===== src/design/ccw_cfg.svh =====
`ifndef CCW_CFG_SVH
`define CCW_CFG_SVH

// Register indices; the byte address is four times the index
`define CCW_IDX_AREA0_CTRL   8'hc0
`define CCW_IDX_AREA1_CTRL   8'hc1
`define CCW_IDX_AREA2_CTRL   8'hc2
`define CCW_IDX_AREA3_CTRL   8'hc3
`define CCW_IDX_DEFAULT_CTRL 8'hc7
`define CCW_IDX_START_BASE   8'hd0
`define CCW_IDX_MASK_BASE    8'hd4
`define CCW_IDX_STATUS       8'he0

// Control field positions
`define CCW_BIT_ENABLE       7
`define CCW_BIT_RANGE_SEL    6
`define CCW_BIT_WAVE_HI      5
`define CCW_BIT_WAVE_LO      4
`define CCW_BIT_WIDTH        3
`define CCW_BIT_WAIT_HI      2
`define CCW_BIT_WAIT_LO      0

// Writable bit masks
`define CCW_AREA_WMASK       8'hbf
`define CCW_AREA2_WMASK      8'hff
`define CCW_DEFAULT_WMASK    8'h0f

// Reset values
`define CCW_RST_AREA_CTRL    8'h00
`define CCW_RST_AREA2_CTRL   8'h80
`define CCW_RST_DEFAULT_CTRL 8'h00
`define CCW_RST_START        8'hff
`define CCW_RST_MASK         8'h00

// Address map
`define CCW_INT_TOP          24'h002000
`define CCW_AREA2_LO         24'h002000
`define CCW_AREA2_HI         24'hfdffff

// Wait codes
`define CCW_WAIT_2           3'h0
`define CCW_WAIT_1           3'h1
`define CCW_WAIT_1N          3'h2
`define CCW_WAIT_0           3'h3
`define CCW_WAIT_RSVD        3'h4
`define CCW_WAIT_3           3'h5
`define CCW_WAIT_4           3'h6
`define CCW_WAIT_8           3'h7

// Operand sizes
`define CCW_SIZE_BYTE        2'h0
`define CCW_SIZE_HALF        2'h1
`define CCW_SIZE_WORD        2'h2

`endif


===== src/design/ccw_pkg.sv =====
package ccw_pkg;

    typedef enum logic [4:0] {
        ST_IDLE  = 5'b00001,
        ST_SETUP = 5'b00010,
        ST_WAIT  = 5'b00100,
        ST_END   = 5'b01000,
        ST_DONE  = 5'b10000
    } ccw_state_t;

    typedef struct packed {
        logic        valid;
        logic        write;
        logic [1:0]  size;
        logic [23:0] addr;
        logic [31:0] wdata;
    } ccw_cpu_req_t;

    typedef struct packed {
        logic [23:0] addr;
        logic        rd_n;
        logic        wr_lo_n;
        logic        wr_hi_n;
        logic [15:0] dout;
        logic [1:0]  doe;
    } ccw_mem_out_t;

endpackage : ccw_pkg


===== src/design/ccw_area_decode.sv =====
`timescale 1ns/10ps
`default_nettype none
`include "ccw_cfg.svh"

module ccw_area_decode #(
    parameter bit FIXED_RANGE_OK = 1'b0
) (
    input  wire logic [7:0]  ctrl_i,
    input  wire logic [7:0]  start_i,
    input  wire logic [7:0]  mask_i,
    input  wire logic [23:0] addr_i,
    output logic             hit_o
);

    logic match_window;
    logic match_fixed;

    assign match_window = ((addr_i[23:16] ^ start_i) & ~mask_i) == 8'h00;
    assign match_fixed  = addr_i >= `CCW_AREA2_LO
                    && addr_i <= `CCW_AREA2_HI;

    always_comb begin
        hit_o = 1'b0;
        if (ctrl_i[`CCW_BIT_ENABLE]) begin
            if (FIXED_RANGE_OK && !ctrl_i[`CCW_BIT_RANGE_SEL]) begin
                hit_o = match_fixed;
            end else begin
                hit_o = match_window;
            end
        end
    end

endmodule : ccw_area_decode
`default_nettype wire


===== src/design/ccw_wait_ctr.sv =====
`timescale 1ns/10ps
`default_nettype none
`include "ccw_cfg.svh"

module ccw_wait_ctr (
    input  wire logic       sys_clk_i,
    input  wire logic       sys_rst_i,
    input  wire logic       ce_i,
    input  wire logic       load_i,
    input  wire logic       run_i,
    input  wire logic [2:0] code_i,
    input  wire logic       ext_wait_n_i,
    output logic            none_o,
    output logic            last_o
);

    logic [3:0] cnt_reg;
    logic       ext_reg;
    logic [3:0] load_val;

    always_comb begin
        unique case (code_i)
            `CCW_WAIT_2:  load_val = 4'h2;
            `CCW_WAIT_1:  load_val = 4'h1;
            `CCW_WAIT_1N: load_val = 4'h1;
            `CCW_WAIT_0:  load_val = 4'h0;
            `CCW_WAIT_3:  load_val = 4'h3;
            `CCW_WAIT_4:  load_val = 4'h4;
            `CCW_WAIT_8:  load_val = 4'h8;
            default:      load_val = 4'h0;
        endcase
    end

    assign none_o = load_val == 4'h0;
    // Extended mode holds the last wait while the pin is low
    assign last_o = (cnt_reg <= 4'h1) && (!ext_reg || ext_wait_n_i);

    always_ff @(posedge sys_clk_i) begin
        if (sys_rst_i) begin
            cnt_reg <= 4'h0;
            ext_reg <= 1'b0;
        end else if (ce_i) begin
            if (load_i) begin
                cnt_reg <= load_val;
                ext_reg <= code_i == `CCW_WAIT_1N;
            end else if (run_i && cnt_reg > 4'h1) begin
                cnt_reg <= cnt_reg - 4'h1;
            end
        end
    end

endmodule : ccw_wait_ctr
`default_nettype wire


===== src/design/ccw_chip_select_wait_control.sv =====
// Local design decision: the APB register port.
`timescale 1ns/10ps
`default_nettype none
`include "ccw_cfg.svh"

////////////////////////////////////////////////////////////////////////////////
module ccw_chip_select_wait_control (
    input  wire logic                  sys_clk_i,
    input  wire logic                  sys_rst_i,
    input  wire logic                  ce_i,
    // APB slave
    input  wire logic                  psel_i,
    input  wire logic                  penable_i,
    input  wire logic                  pwrite_i,
    input  wire logic [9:0]            paddr_i,
    input  wire logic [31:0]           pwdata_i,
    output logic [31:0]                prdata_o,
    output logic                       pready_o,
    output logic                       pslverr_o,
    // CPU core side
    input  wire ccw_pkg::ccw_cpu_req_t cpu_req_i,
    output logic                       cpu_ready_o,
    output logic                       cpu_done_o,
    output logic                       cpu_internal_o,
    output logic [31:0]                cpu_rdata_o,
    // External memory side
    output ccw_pkg::ccw_mem_out_t      mem_o,
    input  wire logic [15:0]           mem_din_i,
    input  wire logic                  mem_wait_n_i,
    output logic [3:0]                 area_select_out_n_o
);

    ////////////////////////////////////////////////////////////////////////////
    // Registers
    logic [7:0]  area_ctrl_reg [4];
    logic [7:0]  default_area_ctrl_reg;
    logic [7:0]  area_start_addr_reg [4];
    logic [7:0]  area_addr_mask_reg [4];
    logic [31:0] prdata_reg;
    logic        pslverr_reg;

    logic        apb_setup;
    logic        apb_write;
    logic [7:0]  apb_idx;
    logic        idx_ctrl;
    logic        idx_start;
    logic        idx_mask;
    logic        idx_known;

    assign apb_setup = psel_i && !penable_i;
    assign apb_write = psel_i && penable_i && pwrite_i && ce_i;
    assign apb_idx   = paddr_i[9:2];
    assign idx_ctrl  = apb_idx[7:2] == `CCW_IDX_AREA0_CTRL >> 2;
    assign idx_start = apb_idx[7:2] == `CCW_IDX_START_BASE >> 2;
    assign idx_mask  = apb_idx[7:2] == `CCW_IDX_MASK_BASE >> 2;
    assign idx_known = idx_ctrl || idx_start || idx_mask
                    || apb_idx == `CCW_IDX_DEFAULT_CTRL
                    || apb_idx == `CCW_IDX_STATUS;

    assign pready_o  = ce_i;
    assign prdata_o  = prdata_reg;
    assign pslverr_o = pslverr_reg && psel_i && penable_i;

    // Area control writes
    always_ff @(posedge sys_clk_i) begin
        if (sys_rst_i) begin
            area_ctrl_reg[0]      <= `CCW_RST_AREA_CTRL;
            area_ctrl_reg[1]      <= `CCW_RST_AREA_CTRL;
            area_ctrl_reg[2]      <= `CCW_RST_AREA2_CTRL;
            area_ctrl_reg[3]      <= `CCW_RST_AREA_CTRL;
            default_area_ctrl_reg <= `CCW_RST_DEFAULT_CTRL;
        end else if (apb_write && !pslverr_reg) begin
            if (idx_ctrl) begin
                if (apb_idx[1:0] == 2'h2) begin
                    area_ctrl_reg[2] <= pwdata_i[7:0] & `CCW_AREA2_WMASK;
                end else begin
                    area_ctrl_reg[apb_idx[1:0]] <= pwdata_i[7:0]
                                                 & `CCW_AREA_WMASK;
                end
            end
            if (apb_idx == `CCW_IDX_DEFAULT_CTRL) begin
                default_area_ctrl_reg <= pwdata_i[7:0] & `CCW_DEFAULT_WMASK;
            end
        end
    end

    // Start address and mask writes
    always_ff @(posedge sys_clk_i) begin
        if (sys_rst_i) begin
            for (int i = 0; i < 4; i++) begin
                area_start_addr_reg[i] <= `CCW_RST_START;
                area_addr_mask_reg[i]  <= `CCW_RST_MASK;
            end
        end else if (apb_write && !pslverr_reg) begin
            if (idx_start) begin
                area_start_addr_reg[apb_idx[1:0]] <= pwdata_i[7:0];
            end
            if (idx_mask) begin
                area_addr_mask_reg[apb_idx[1:0]] <= pwdata_i[7:0];
            end
        end
    end

    ////////////////////////////////////////////////////////////////////////////
    // Access sequencer state
    ccw_pkg::ccw_state_t state_reg;
    ccw_pkg::ccw_state_t state_next;
    logic [23:0] cur_addr_reg;
    logic [2:0]  left_reg;
    logic [1:0]  ptr_reg;
    logic        write_reg;
    logic [31:0] wdata_reg;
    logic [31:0] rdata_reg;
    logic        internal_reg;
    logic [1:0]  step;
    logic        lane_lo;
    logic        lane_hi;
    logic        wait_none;
    logic        wait_last;

    // APB read data and error capture
    always_ff @(posedge sys_clk_i) begin
        if (sys_rst_i) begin
            prdata_reg  <= 32'h0000_0000;
            pslverr_reg <= 1'b0;
        end else if (ce_i && apb_setup) begin
            pslverr_reg <= !idx_known;
            prdata_reg  <= 32'h0000_0000;
            if (idx_start) begin
                prdata_reg[7:0] <= area_start_addr_reg[apb_idx[1:0]];
            end else if (idx_mask) begin
                prdata_reg[7:0] <= area_addr_mask_reg[apb_idx[1:0]];
            end else if (apb_idx == `CCW_IDX_STATUS) begin
                prdata_reg[7:0] <= {~area_select_out_n_o, 2'b00,
                    internal_reg, state_reg != ccw_pkg::ST_IDLE};
            end
        end
    end

    ////////////////////////////////////////////////////////////////////////////
    // Address decode
    logic [3:0] area_hit;
    logic       int_hit;
    logic [1:0] hit_idx;
    logic       any_hit;
    logic [7:0] eff_ctrl;
    logic       eff_8bit;

    for (genvar g = 0; g < 4; g++) begin : g_area
        ccw_area_decode #(
            .FIXED_RANGE_OK (g == 2)
        ) u_decode (
            .ctrl_i  (area_ctrl_reg[g]),
            .start_i (area_start_addr_reg[g]),
            .mask_i  (area_addr_mask_reg[g]),
            .addr_i  (cur_addr_reg),
            .hit_o   (area_hit[g])
        );
    end

    assign int_hit = cur_addr_reg < `CCW_INT_TOP;

    always_comb begin
        hit_idx = 2'h0;
        any_hit = 1'b0;
        for (int i = 3; i >= 0; i--) begin
            if (area_hit[i]) begin
                hit_idx = 2'(i);
                any_hit = 1'b1;
            end
        end
    end

    // Disabled or missed areas fall back to the default register
    assign eff_ctrl = any_hit ? area_ctrl_reg[hit_idx]
                              : default_area_ctrl_reg;
    assign eff_8bit = eff_ctrl[`CCW_BIT_WIDTH];

    ////////////////////////////////////////////////////////////////////////////
    // Dynamic bus sizing
    always_comb begin
        step    = 2'h1;
        lane_lo = 1'b0;
        lane_hi = 1'b0;
        if (eff_8bit) begin
            lane_lo = 1'b1;
        end else if (cur_addr_reg[0]) begin
            lane_hi = 1'b1;
        end else if (left_reg >= 3'h2) begin
            step    = 2'h2;
            lane_lo = 1'b1;
            lane_hi = 1'b1;
        end else begin
            lane_lo = 1'b1;
        end
    end

    ////////////////////////////////////////////////////////////////////////////
    // Wait pin synchroniser and wait counter
    logic wait_n_meta_reg;
    logic wait_n_sync_reg;

    always_ff @(posedge sys_clk_i) begin
        if (sys_rst_i) begin
            wait_n_meta_reg <= 1'b1;
            wait_n_sync_reg <= 1'b1;
        end else if (ce_i) begin
            wait_n_meta_reg <= mem_wait_n_i;
            wait_n_sync_reg <= wait_n_meta_reg;
        end
    end

    ccw_wait_ctr u_wait (
        .sys_clk_i    (sys_clk_i),
        .sys_rst_i    (sys_rst_i),
        .ce_i         (ce_i),
        .load_i       (state_reg == ccw_pkg::ST_SETUP),
        .run_i        (state_reg == ccw_pkg::ST_WAIT),
        .code_i       (eff_ctrl[`CCW_BIT_WAIT_HI:`CCW_BIT_WAIT_LO]),
        .ext_wait_n_i (wait_n_sync_reg),
        .none_o       (wait_none),
        .last_o       (wait_last)
    );

    ////////////////////////////////////////////////////////////////////////////
    // Sequencer
    assign cpu_ready_o = ce_i && state_reg == ccw_pkg::ST_IDLE;

    always_comb begin
        state_next = state_reg;
        unique case (state_reg)
            ccw_pkg::ST_IDLE: begin
                if (cpu_ready_o && cpu_req_i.valid) begin
                    state_next = ccw_pkg::ST_SETUP;
                end
            end
            ccw_pkg::ST_SETUP: begin
                if (int_hit) begin
                    state_next = ccw_pkg::ST_DONE;
                end else if (wait_none) begin
                    state_next = ccw_pkg::ST_END;
                end else begin
                    state_next = ccw_pkg::ST_WAIT;
                end
            end
            ccw_pkg::ST_WAIT: begin
                if (wait_last) begin
                    state_next = ccw_pkg::ST_END;
                end
            end
            ccw_pkg::ST_END: begin
                if (left_reg == 3'(step)) begin
                    state_next = ccw_pkg::ST_DONE;
                end else begin
                    state_next = ccw_pkg::ST_SETUP;
                end
            end
            ccw_pkg::ST_DONE: begin
                state_next = ccw_pkg::ST_IDLE;
            end
        endcase
    end

    always_ff @(posedge sys_clk_i) begin
        if (sys_rst_i) begin
            state_reg <= ccw_pkg::ST_IDLE;
        end else if (ce_i) begin
            state_reg <= state_next;
        end
    end

    // Operand bookkeeping
    always_ff @(posedge sys_clk_i) begin
        if (sys_rst_i) begin
            cur_addr_reg <= 24'h00_0000;
            left_reg     <= 3'h0;
            ptr_reg      <= 2'h0;
            write_reg    <= 1'b0;
            wdata_reg    <= 32'h0000_0000;
            internal_reg <= 1'b0;
        end else if (ce_i) begin
            if (state_reg == ccw_pkg::ST_IDLE && cpu_req_i.valid) begin
                cur_addr_reg <= cpu_req_i.addr;
                ptr_reg      <= 2'h0;
                write_reg    <= cpu_req_i.write;
                wdata_reg    <= cpu_req_i.wdata;
                unique case (cpu_req_i.size)
                    `CCW_SIZE_HALF: left_reg <= 3'h2;
                    `CCW_SIZE_WORD: left_reg <= 3'h4;
                    default:        left_reg <= 3'h1;
                endcase
            end
            if (state_reg == ccw_pkg::ST_SETUP) begin
                internal_reg <= int_hit;
            end
            if (state_reg == ccw_pkg::ST_END) begin
                cur_addr_reg <= cur_addr_reg + 24'(step);
                ptr_reg      <= ptr_reg + step;
                left_reg     <= left_reg - 3'(step);
            end
        end
    end

    // Read data assembly, low byte first
    always_ff @(posedge sys_clk_i) begin
        if (sys_rst_i) begin
            rdata_reg <= 32'h0000_0000;
        end else if (ce_i) begin
            if (state_reg == ccw_pkg::ST_IDLE && cpu_req_i.valid) begin
                rdata_reg <= 32'h0000_0000;
            end else if (state_reg == ccw_pkg::ST_END && !write_reg) begin
                if (lane_lo && lane_hi) begin
                    rdata_reg[ptr_reg*8 +: 16] <= mem_din_i;
                end else if (lane_hi) begin
                    rdata_reg[ptr_reg*8 +: 8] <= mem_din_i[15:8];
                end else begin
                    rdata_reg[ptr_reg*8 +: 8] <= mem_din_i[7:0];
                end
            end
        end
    end

    ////////////////////////////////////////////////////////////////////////////
    // External bus outputs
    logic [7:0] wbyte0;
    logic [7:0] wbyte1;
    logic       in_cycle;

    assign wbyte0   = wdata_reg[ptr_reg*8 +: 8];
    assign wbyte1   = wdata_reg[(2'(ptr_reg + 2'h1))*8 +: 8];
    assign in_cycle = state_next == ccw_pkg::ST_WAIT
                   || state_next == ccw_pkg::ST_END;

    always_ff @(posedge sys_clk_i) begin
        if (sys_rst_i) begin
            mem_o.addr          <= 24'h00_0000;
            mem_o.rd_n          <= 1'b1;
            mem_o.wr_lo_n       <= 1'b1;
            mem_o.wr_hi_n       <= 1'b1;
            mem_o.dout          <= 16'h0000;
            mem_o.doe           <= 2'h0;
            area_select_out_n_o <= 4'hf;
        end else if (ce_i) begin
            mem_o.rd_n    <= 1'b1;
            mem_o.wr_lo_n <= 1'b1;
            mem_o.wr_hi_n <= 1'b1;
            mem_o.doe     <= 2'h0;
            area_select_out_n_o <= 4'hf;
            if (in_cycle && !int_hit) begin
                mem_o.addr    <= cur_addr_reg;
                mem_o.rd_n    <= write_reg;
                mem_o.wr_lo_n <= !(write_reg && lane_lo);
                mem_o.wr_hi_n <= !(write_reg && lane_hi);
                mem_o.doe     <= {write_reg && lane_hi,
                                  write_reg && lane_lo};
                if (lane_lo && lane_hi) begin
                    mem_o.dout <= {wbyte1, wbyte0};
                end else if (lane_hi) begin
                    mem_o.dout <= {wbyte0, 8'h00};
                end else begin
                    mem_o.dout <= {8'h00, wbyte0};
                end
                if (any_hit) begin
                    area_select_out_n_o[hit_idx] <= 1'b0;
                end
            end
        end
    end

    ////////////////////////////////////////////////////////////////////////////
    // CPU answer
    always_ff @(posedge sys_clk_i) begin
        if (sys_rst_i) begin
            cpu_done_o     <= 1'b0;
            cpu_internal_o <= 1'b0;
            cpu_rdata_o    <= 32'h0000_0000;
        end else if (ce_i) begin
            cpu_done_o <= state_reg == ccw_pkg::ST_DONE;
            if (state_reg == ccw_pkg::ST_DONE) begin
                cpu_internal_o <= internal_reg;
                cpu_rdata_o    <= rdata_reg;
            end
        end
    end

endmodule : ccw_chip_select_wait_control
`default_nettype wire


===== config.mk =====
export PLATFORM = sky130hd
export DESIGN_NAME = ccw_chip_select_wait_control
export DESIGN_NICKNAME = d
export VERILOG_FILES = /design/src/design/ccw_pkg.sv /design/src/design/ccw_area_decode.sv /design/src/design/ccw_wait_ctr.sv /design/src/design/ccw_chip_select_wait_control.sv
export VERILOG_INCLUDE_DIRS = /design/src /design/src/design
export SDC_FILE = /design/constraint.sdc
export NUM_CORES = 1
export LEC_CHECK = 0
export BUFFER_PORTS_ARGS = -buffer_cell sky130_fd_sc_hd__buf_2
export CORE_ASPECT_RATIO = 0.9
export CORE_MARGIN = 2
export CORE_UTILIZATION = 55
export DETAILED_ROUTE_END_ITERATION = 10
export GPL_TIMING_DRIVEN = 1
export PLACE_DENSITY = 0.87
export SYNTH_ARGS = -nofsm -noshare
export SYNTH_HDL_FRONTEND = slang
export SYNTH_SLANG_ARGS = --single-unit
export TNS_END_PERCENT = 30

===== constraint.sdc =====
create_clock -name sys_clk_i -period 5.9 [get_ports sys_clk_i]
set_input_delay 1.18 -clock sys_clk_i [delete_from_list [all_inputs] [get_ports sys_clk_i]]
set_output_delay 1.18 -clock sys_clk_i [all_outputs]
set_load 0.01 [all_outputs]

=== Word level (Yosys, flattened, before mapping) ===
Memory sizes are Yosys's and may differ from the RTL's.
Index checks and enable logic that the tools add are counted.
Widths: inputs -> output; s select.

* Add/sub/neg operators: 6
* Magnitude comparators: 8
* Equality and inequality tests: 22
* Shifts and indexed selects: 7
* Multiplexer cells: 85
* Bitwise gates (word level): 15
* Reductions and logical operators: 55

{| class="wikitable"
|+ Operator list
! operator !! count
|-
| $mux 32 || 4
|-
| $bwmux 32 || 3
|-
| $shiftx 8x34->32 || 2
|-
| $shiftx 32x6->8 || 2
|-
| $mux 8 || 7
|-
| $mux 24 || 2
|-
| $mux 1 || 38
|-
| $neg 5->34 || 1
|-
| $shift 16x34->32 const A || 1
|-
| $shift 8x34->32 const A || 1
|-
| $shiftx 16x34->32 || 1
|-
| $and 8x8->8 || 4
|-
| $logic_not 8->1 || 4
|-
| $mux 16 || 2
|-
| $not 8->8 || 4
|-
| $xor 8x8->8 || 4
|-
| $pmux 5 s5 || 1
|-
| $add 24x2->24 || 1
|-
| $ge 24x14->1 const B || 1
|-
| $le 24x24->1 const B || 1
|-
| $lt 24x14->1 const B || 1
|-
| $mux 2 || 12
|-
| $mux 4 || 6
|-
| $reduce_or 8->1 || 3
|-
| 39 further kinds || 92
|}

* Bits in registers: 203
* RAM bits: 96
* Bits of input ports: 125
* Output and inout bits: 118
* Word-level logic and storage cells: 226
* Memories: 3

{| class="wikitable"
|+ Memory list
! memory !! words !! bits a word !! rd ports !! clocked after Yosys merged registers in !! wr ports !! RTL line !! RTL
|-
| area_addr_mask_reg || 4 || 8 || 5 || 0 || 4 || ccw_chip_select_wait_control.sv:38 || <nowiki>logic [7:0] area_addr_mask_reg [4];</nowiki>
|-
| area_ctrl_reg || 4 || 8 || 5 || 0 || 4 || ccw_chip_select_wait_control.sv:35 || <nowiki>logic [7:0] area_ctrl_reg [4];</nowiki>
|-
| area_start_addr_reg || 4 || 8 || 5 || 0 || 4 || ccw_chip_select_wait_control.sv:37 || <nowiki>logic [7:0] area_start_addr_reg [4];</nowiki>
|}

=== Depth between registers and ports, before layout ===
An unclocked memory read counts as a cell.

* Depth in word-level cells: 22
* Mapped depth: 20
* Gate-level depth less buffers: 18

=== Cells and area by module ===
From an unflattened synthesis, not the netlist that was laid out.

* Cell total of the unflattened synthesis: 1614
* Area, all modules: 14939.3 um^2

{| class="wikitable"
|+ Modules (own cells, without submodules)
! module !! times used !! cells each !! area an instance (um^2) !! sequential area each (um^2)
|-
| ccw_chip_select_wait_control || 1 || 1496 || 14029.7 || 6746.5
|-
| ccw_wait_ctr || 1 || 50 || 399.1 || 100.1
|-
| ccw_area_decode at g_area[0].u_decode ... || 3 || 15 || 113.9 || 0.0
|-
| ccw_area_decode at g_area[2].u_decode || 1 || 23 || 168.9 || 0.0
|}

=== Worst setup path before layout ===
Ideal clock, no wire load.

* Kind: register to register
* Start point: register cur_addr_reg[21]
* End point: register cur_addr_reg[21]
* Library setup time: 70 ps
* Arrival time: 4231 ps
* Required time: 5830 ps
* Setup slack: 1599 ps
* Stages on the path, launching flop included: 20
* Path buffers: 2
* Clock period less this slack: 4301 ps
* Path through: dfxtp_1 > buf_2 > and4_4 > nand2_1 > o2111a_1 > a2111oi_2 > a221o_1 > o22ai_2 > nand2_2 > inv_4 > buf_2 > ha_1 > a21o_1 > and2_1 > and3_1 > nand2_1 > or3_1 > or3_1 > a31o_2 > a21oi_1

* Word-level cells in the longest chain between the ends: 13
* Elaborated cells on any way between the ends: 33
* Those cells by class: 1 x add/sub; 2 x order compare; 16 x mux; 8 x bitwise; 5 x reduce/logical; 1 x memory

{| class="wikitable"
|+ Ends and longest elaborated chain
! element !! RTL line !! RTL
|-
| from (decl) || ccw_chip_select_wait_control.sv:108 || <nowiki>logic [23:0] cur_addr_reg;</nowiki>
|-
| from (signal assigned) || ccw_chip_select_wait_control.sv:283 || <nowiki>cur_addr_reg <= cpu_req_i.addr;</nowiki>
|-
| from (signal assigned) || ccw_chip_select_wait_control.sv:297 || <nowiki>cur_addr_reg <= cur_addr_reg + 24'(step);</nowiki>
|-
| parallel branches: the longest is 11 deep, another holds $ge 24x14->1 || - ||
|-
| $add 24x2->24 * || ccw_chip_select_wait_control.sv:297 ||
|-
| $mux 24 * || ccw_chip_select_wait_control.sv:296 || <nowiki>if (state_reg == ccw_pkg::ST_END) begin</nowiki>
|}

Every way passes the cells marked *.
A chain may end at the register's enable or synchronous reset.

=== Final worst setup path ===
* Start point: register cur_addr_reg[18]
* End point: register cur_addr_reg[21]

Same word-level chain as after synthesis.

==> impl_metrics.tcl <==
set metrics [dict create \
    leakage_nw 6.18 \
    yosys.area_share.simple 0.187 \
    port_buffers 192 \
    wl_per_cell_um 19.7 \
    largest_register_ffs 45 \
    syn_inst 1566 \
    rr_worst_depth 16 \
    grt_pass1_vias 11900 \
    ys_seq_elements 288 \
    cts.repair.resized 0 \
    synth_flop_cell "dfxtp_1" \
    start_kind "register" \
    cp_slowest_stage_delay_ns 0.71 \
    status "finished, final reports clean" \
    syn_area_um2 14500 \
    holdPathEnd "cpu_rdata_o[15]$_SDFFE_PP0P_" \
    rsz0062_at_grt "false" \
    viasPerCell 6.18 \
    dr.pass1.iters 6 \
    ys_types 89 \
    r2r_slack_ns 0.44 \
    area_growth_pct 14.0 \
    cts_root_buffer "clkbuf_16" \
    synth_seq_area_share 0.457 \
    drive_gt1_frac 0.193 \
    min_from "cpu_rdata_o[15]$_SDFFE_PP0P_" \
    critPathSlowestCell "a222oi_1" \
    cp_data_required_time_ns 6.39 \
    reg2reg_from "cur_addr_reg[18]$_SDFFE_PP0P_" \
    synth_area_per_cell_um2 9.23 \
    place.gp.congestion 0.941 \
    fin_skew_ns 0.0243 \
    register_area_um2 6610 \
    insertion_delay_ns 0.57 \
    multi_input_area_um2 7140 \
    whs_path_depth 2 \
    cp.arrival_ns 5.95 \
    dp_slack_ns 0.694 \
    core_area_um2 25900 \
    hold_path.class "reg -> reg" \
    ir_drop_mv 0.281 \
    powerDensity_nw_per_um2 287 \
    synth_adder_area_share 0.0135 \
    synth-compound-area-share 0.170 \
    synth_xor_area_frac 0.0236 \
    synth_top_family_by_area "simple AND/OR/NAND/NOR gates" \
    reg2reg_to "cur_addr_reg[21]$_SDFFE_PP0P_" \
    cpMostUsedCell "or3_1" \
    most-common-layout-cells "218 x nand2_1, 203 x dfxtp_1, 191 x buf_2" \
    period_minus_slack_ns 5.46 \
    synthArstFlopShare 0 \
    worst_slew_pin_slew_ns 1.24 \
    die_w_um 175 \
    numCtsBuffers 30 \
    path_max_fanout 16 \
    critPathKind "reg -> reg" \
    fmax_ghz 0.183 \
    cts_buffer_depth 3 \
    cts_setup_buffers 0 \
    fp.dieH_um 158 \
    largest_register "mem_o" \
    grt_max_degree 110 \
    hold_violations 0 \
    grt_use_total 0.285 \
    cts_hold_buf 0 \
    period_share 0.925 \
    finalSetupTns_ns 0 \
    cap_violations 0 \
    synth_edf_count 84 \
    setup_viol 0 \
    die-area_um2 27600 \
    nFillCells 2043 \
    yosysWarnings 0 \
    routed_wl_um 40600 \
    antenna_found_initial 1 \
    path_cells "xor2_1 > a222oi_1 > a2111oi_2 > a221o_1 > o22ai_2 > nand2_2 > inv_4 > ha_1 > a21o_1 > and2_1 > and3_1 > nand2_1 > or3_1 > or3_1 > a31o_2 > a21oi_1" \
    overflow 0 \
    clock_sinks 288 \
    cp-end-kind "register" \
    initial_core_util 0.558 \
    final_common_cell "nand2_1" \
    num_antenna_cells 0 \
    dp_hpwl_um 27800 \
    fin_ws_ns 0.441 \
    vias 12700 \
    htreeDepth 1 \
    cts.reportedPaths.clkPinSlew_ns 0.07 \
    maxSlewHeadroom 0.173 \
    ant_nets 0 \
    first_iter_violations 1609 \
    synth_mux_area_frac 0.0926 \
    fin_nets 1830 \
    io_pins 243 \
    cts_tree "built" \
    grt_pass1_wl_um 63200 \
    drc 0 \
    fp-row-count 56 \
    drv_slew 0 \
]
## metal layers
metal,part of all wire,vias up,track usage
li1,-,5811,-
met1,0.39,5962,0.370
met2,0.48,812,0.477
met3,0.096,158,0.0463
met4,0.039,2,0.120
met5,0.00030,-,0
## Yosys cell counts (30+ instances only)
cell type	n	area share
buf_4	30	0.016
and2_1	35	0.015
inv_1	37	0.0096
dfxtp_1	204	0.28
or3_1	33	0.014
clkbuf_1	88	0.023
nor2_1	151	0.039
a21oi_1	148	0.051
edfxtp_1	84	0.17
mux2i_1	49	0.034
mux4_2	32	0.050
a211oi_1	33	0.017
nand2_1	218	0.057
o21ai_0	41	0.014
## report_power, final
part / switching (W) / total, W / leakage, nW / internal [W]
registers: 0.0000742 / 0.00218 / 2.47 / 0.00211
logic: 0.000340 / 0.000550 / 3.19 / 0.000210
clock network: 0.000805 / 0.00199 / 0.524 / 0.00119
total: 0.00122 / 0.00473 / 6.18 / 0.00351
## worst max path at each step
stage | from | endpoint | slack (ns) | depth (start not counted)
after global routing | cur_addr_reg[18]$_SDFFE_PP0P_ | cur_addr_reg[19]$_SDFFE_PP0P_ | 0.10 | 17
after floorplan | cur_addr_reg[21]$_SDFFE_PP0P_ | cur_addr_reg[21]$_SDFFE_PP0P_ | 1.60 | 19
after detailed placement | cur_addr_reg[18]$_SDFFE_PP0P_ | cur_addr_reg[21]$_SDFFE_PP0P_ | 0.69 | 16
final | cur_addr_reg[18]$_SDFFE_PP0P_ | cur_addr_reg[21]$_SDFFE_PP0P_ | 0.44 | 16
after CTS | cur_addr_reg[18]$_SDFFE_PP0P_ | cur_addr_reg[21]$_SDFFE_PP0P_ | 0.62 | 16
after global placement | cur_addr_reg[19]$_SDFFE_PP0P_ | cur_addr_reg[21]$_SDFFE_PP0P_ | 0.82 | 18
## area by class of cell
| class | count | area share |
|---|---|---|
| flip-flops and latches | 288 | 0.401 |
| clock buffers | 39 | 0.0513 |
| inverters | 38 | 0.00881 |
| clock inverters | 17 | 0.0126 |
| well taps | 348 | 0.0264 |
| multi-input cells | 1125 | 0.433 |
| repair buffers | 207 | 0.0663 |
## critical path, delay by kind of cell (launching register included)
kind            cells  cell delay, ns
simple gates        6            1.60
compound gates      7            2.31
buf+inv             1            0.32
fa+ha+maj           1            0.24
xor+xnor            1            0.19
flops               1            0.70
## metrics by stage
step | power [W] | hold WS, ns | cells | utilization | cell area, um2
3_5_place_dp | 0.00275 | 0.443 | 2006 | 0.595 | 15400
5_1_grt | 0.00486 | 0.462 | 2062 | 0.635 | 16500
6_report | 0.00473 | 0.450 | 2062 | 0.635 | 16500
3_3_place_gp | 0.00273 | 0.436 | 2006 | 0.595 | 15400
2_1_floorplan | 0.00260 | 0.429 | 1589 | - | 14500
4_1_cts | 0.00472 | 0.451 | 2062 | 0.635 | 16500
## logic make-up (layout without fill, tap and decap cells)
group | Yosys count | count (layout)
simple gates | 582 | 582
compound gates | 375 | 375
flops | 288 | 288
buf+inv | 176 | 301
mux | 90 | 90
xor+xnor | 39 | 39
fa+ha+maj | 15 | 15
other cells | 1 | 24
Power figures use the tool's default switching activity.
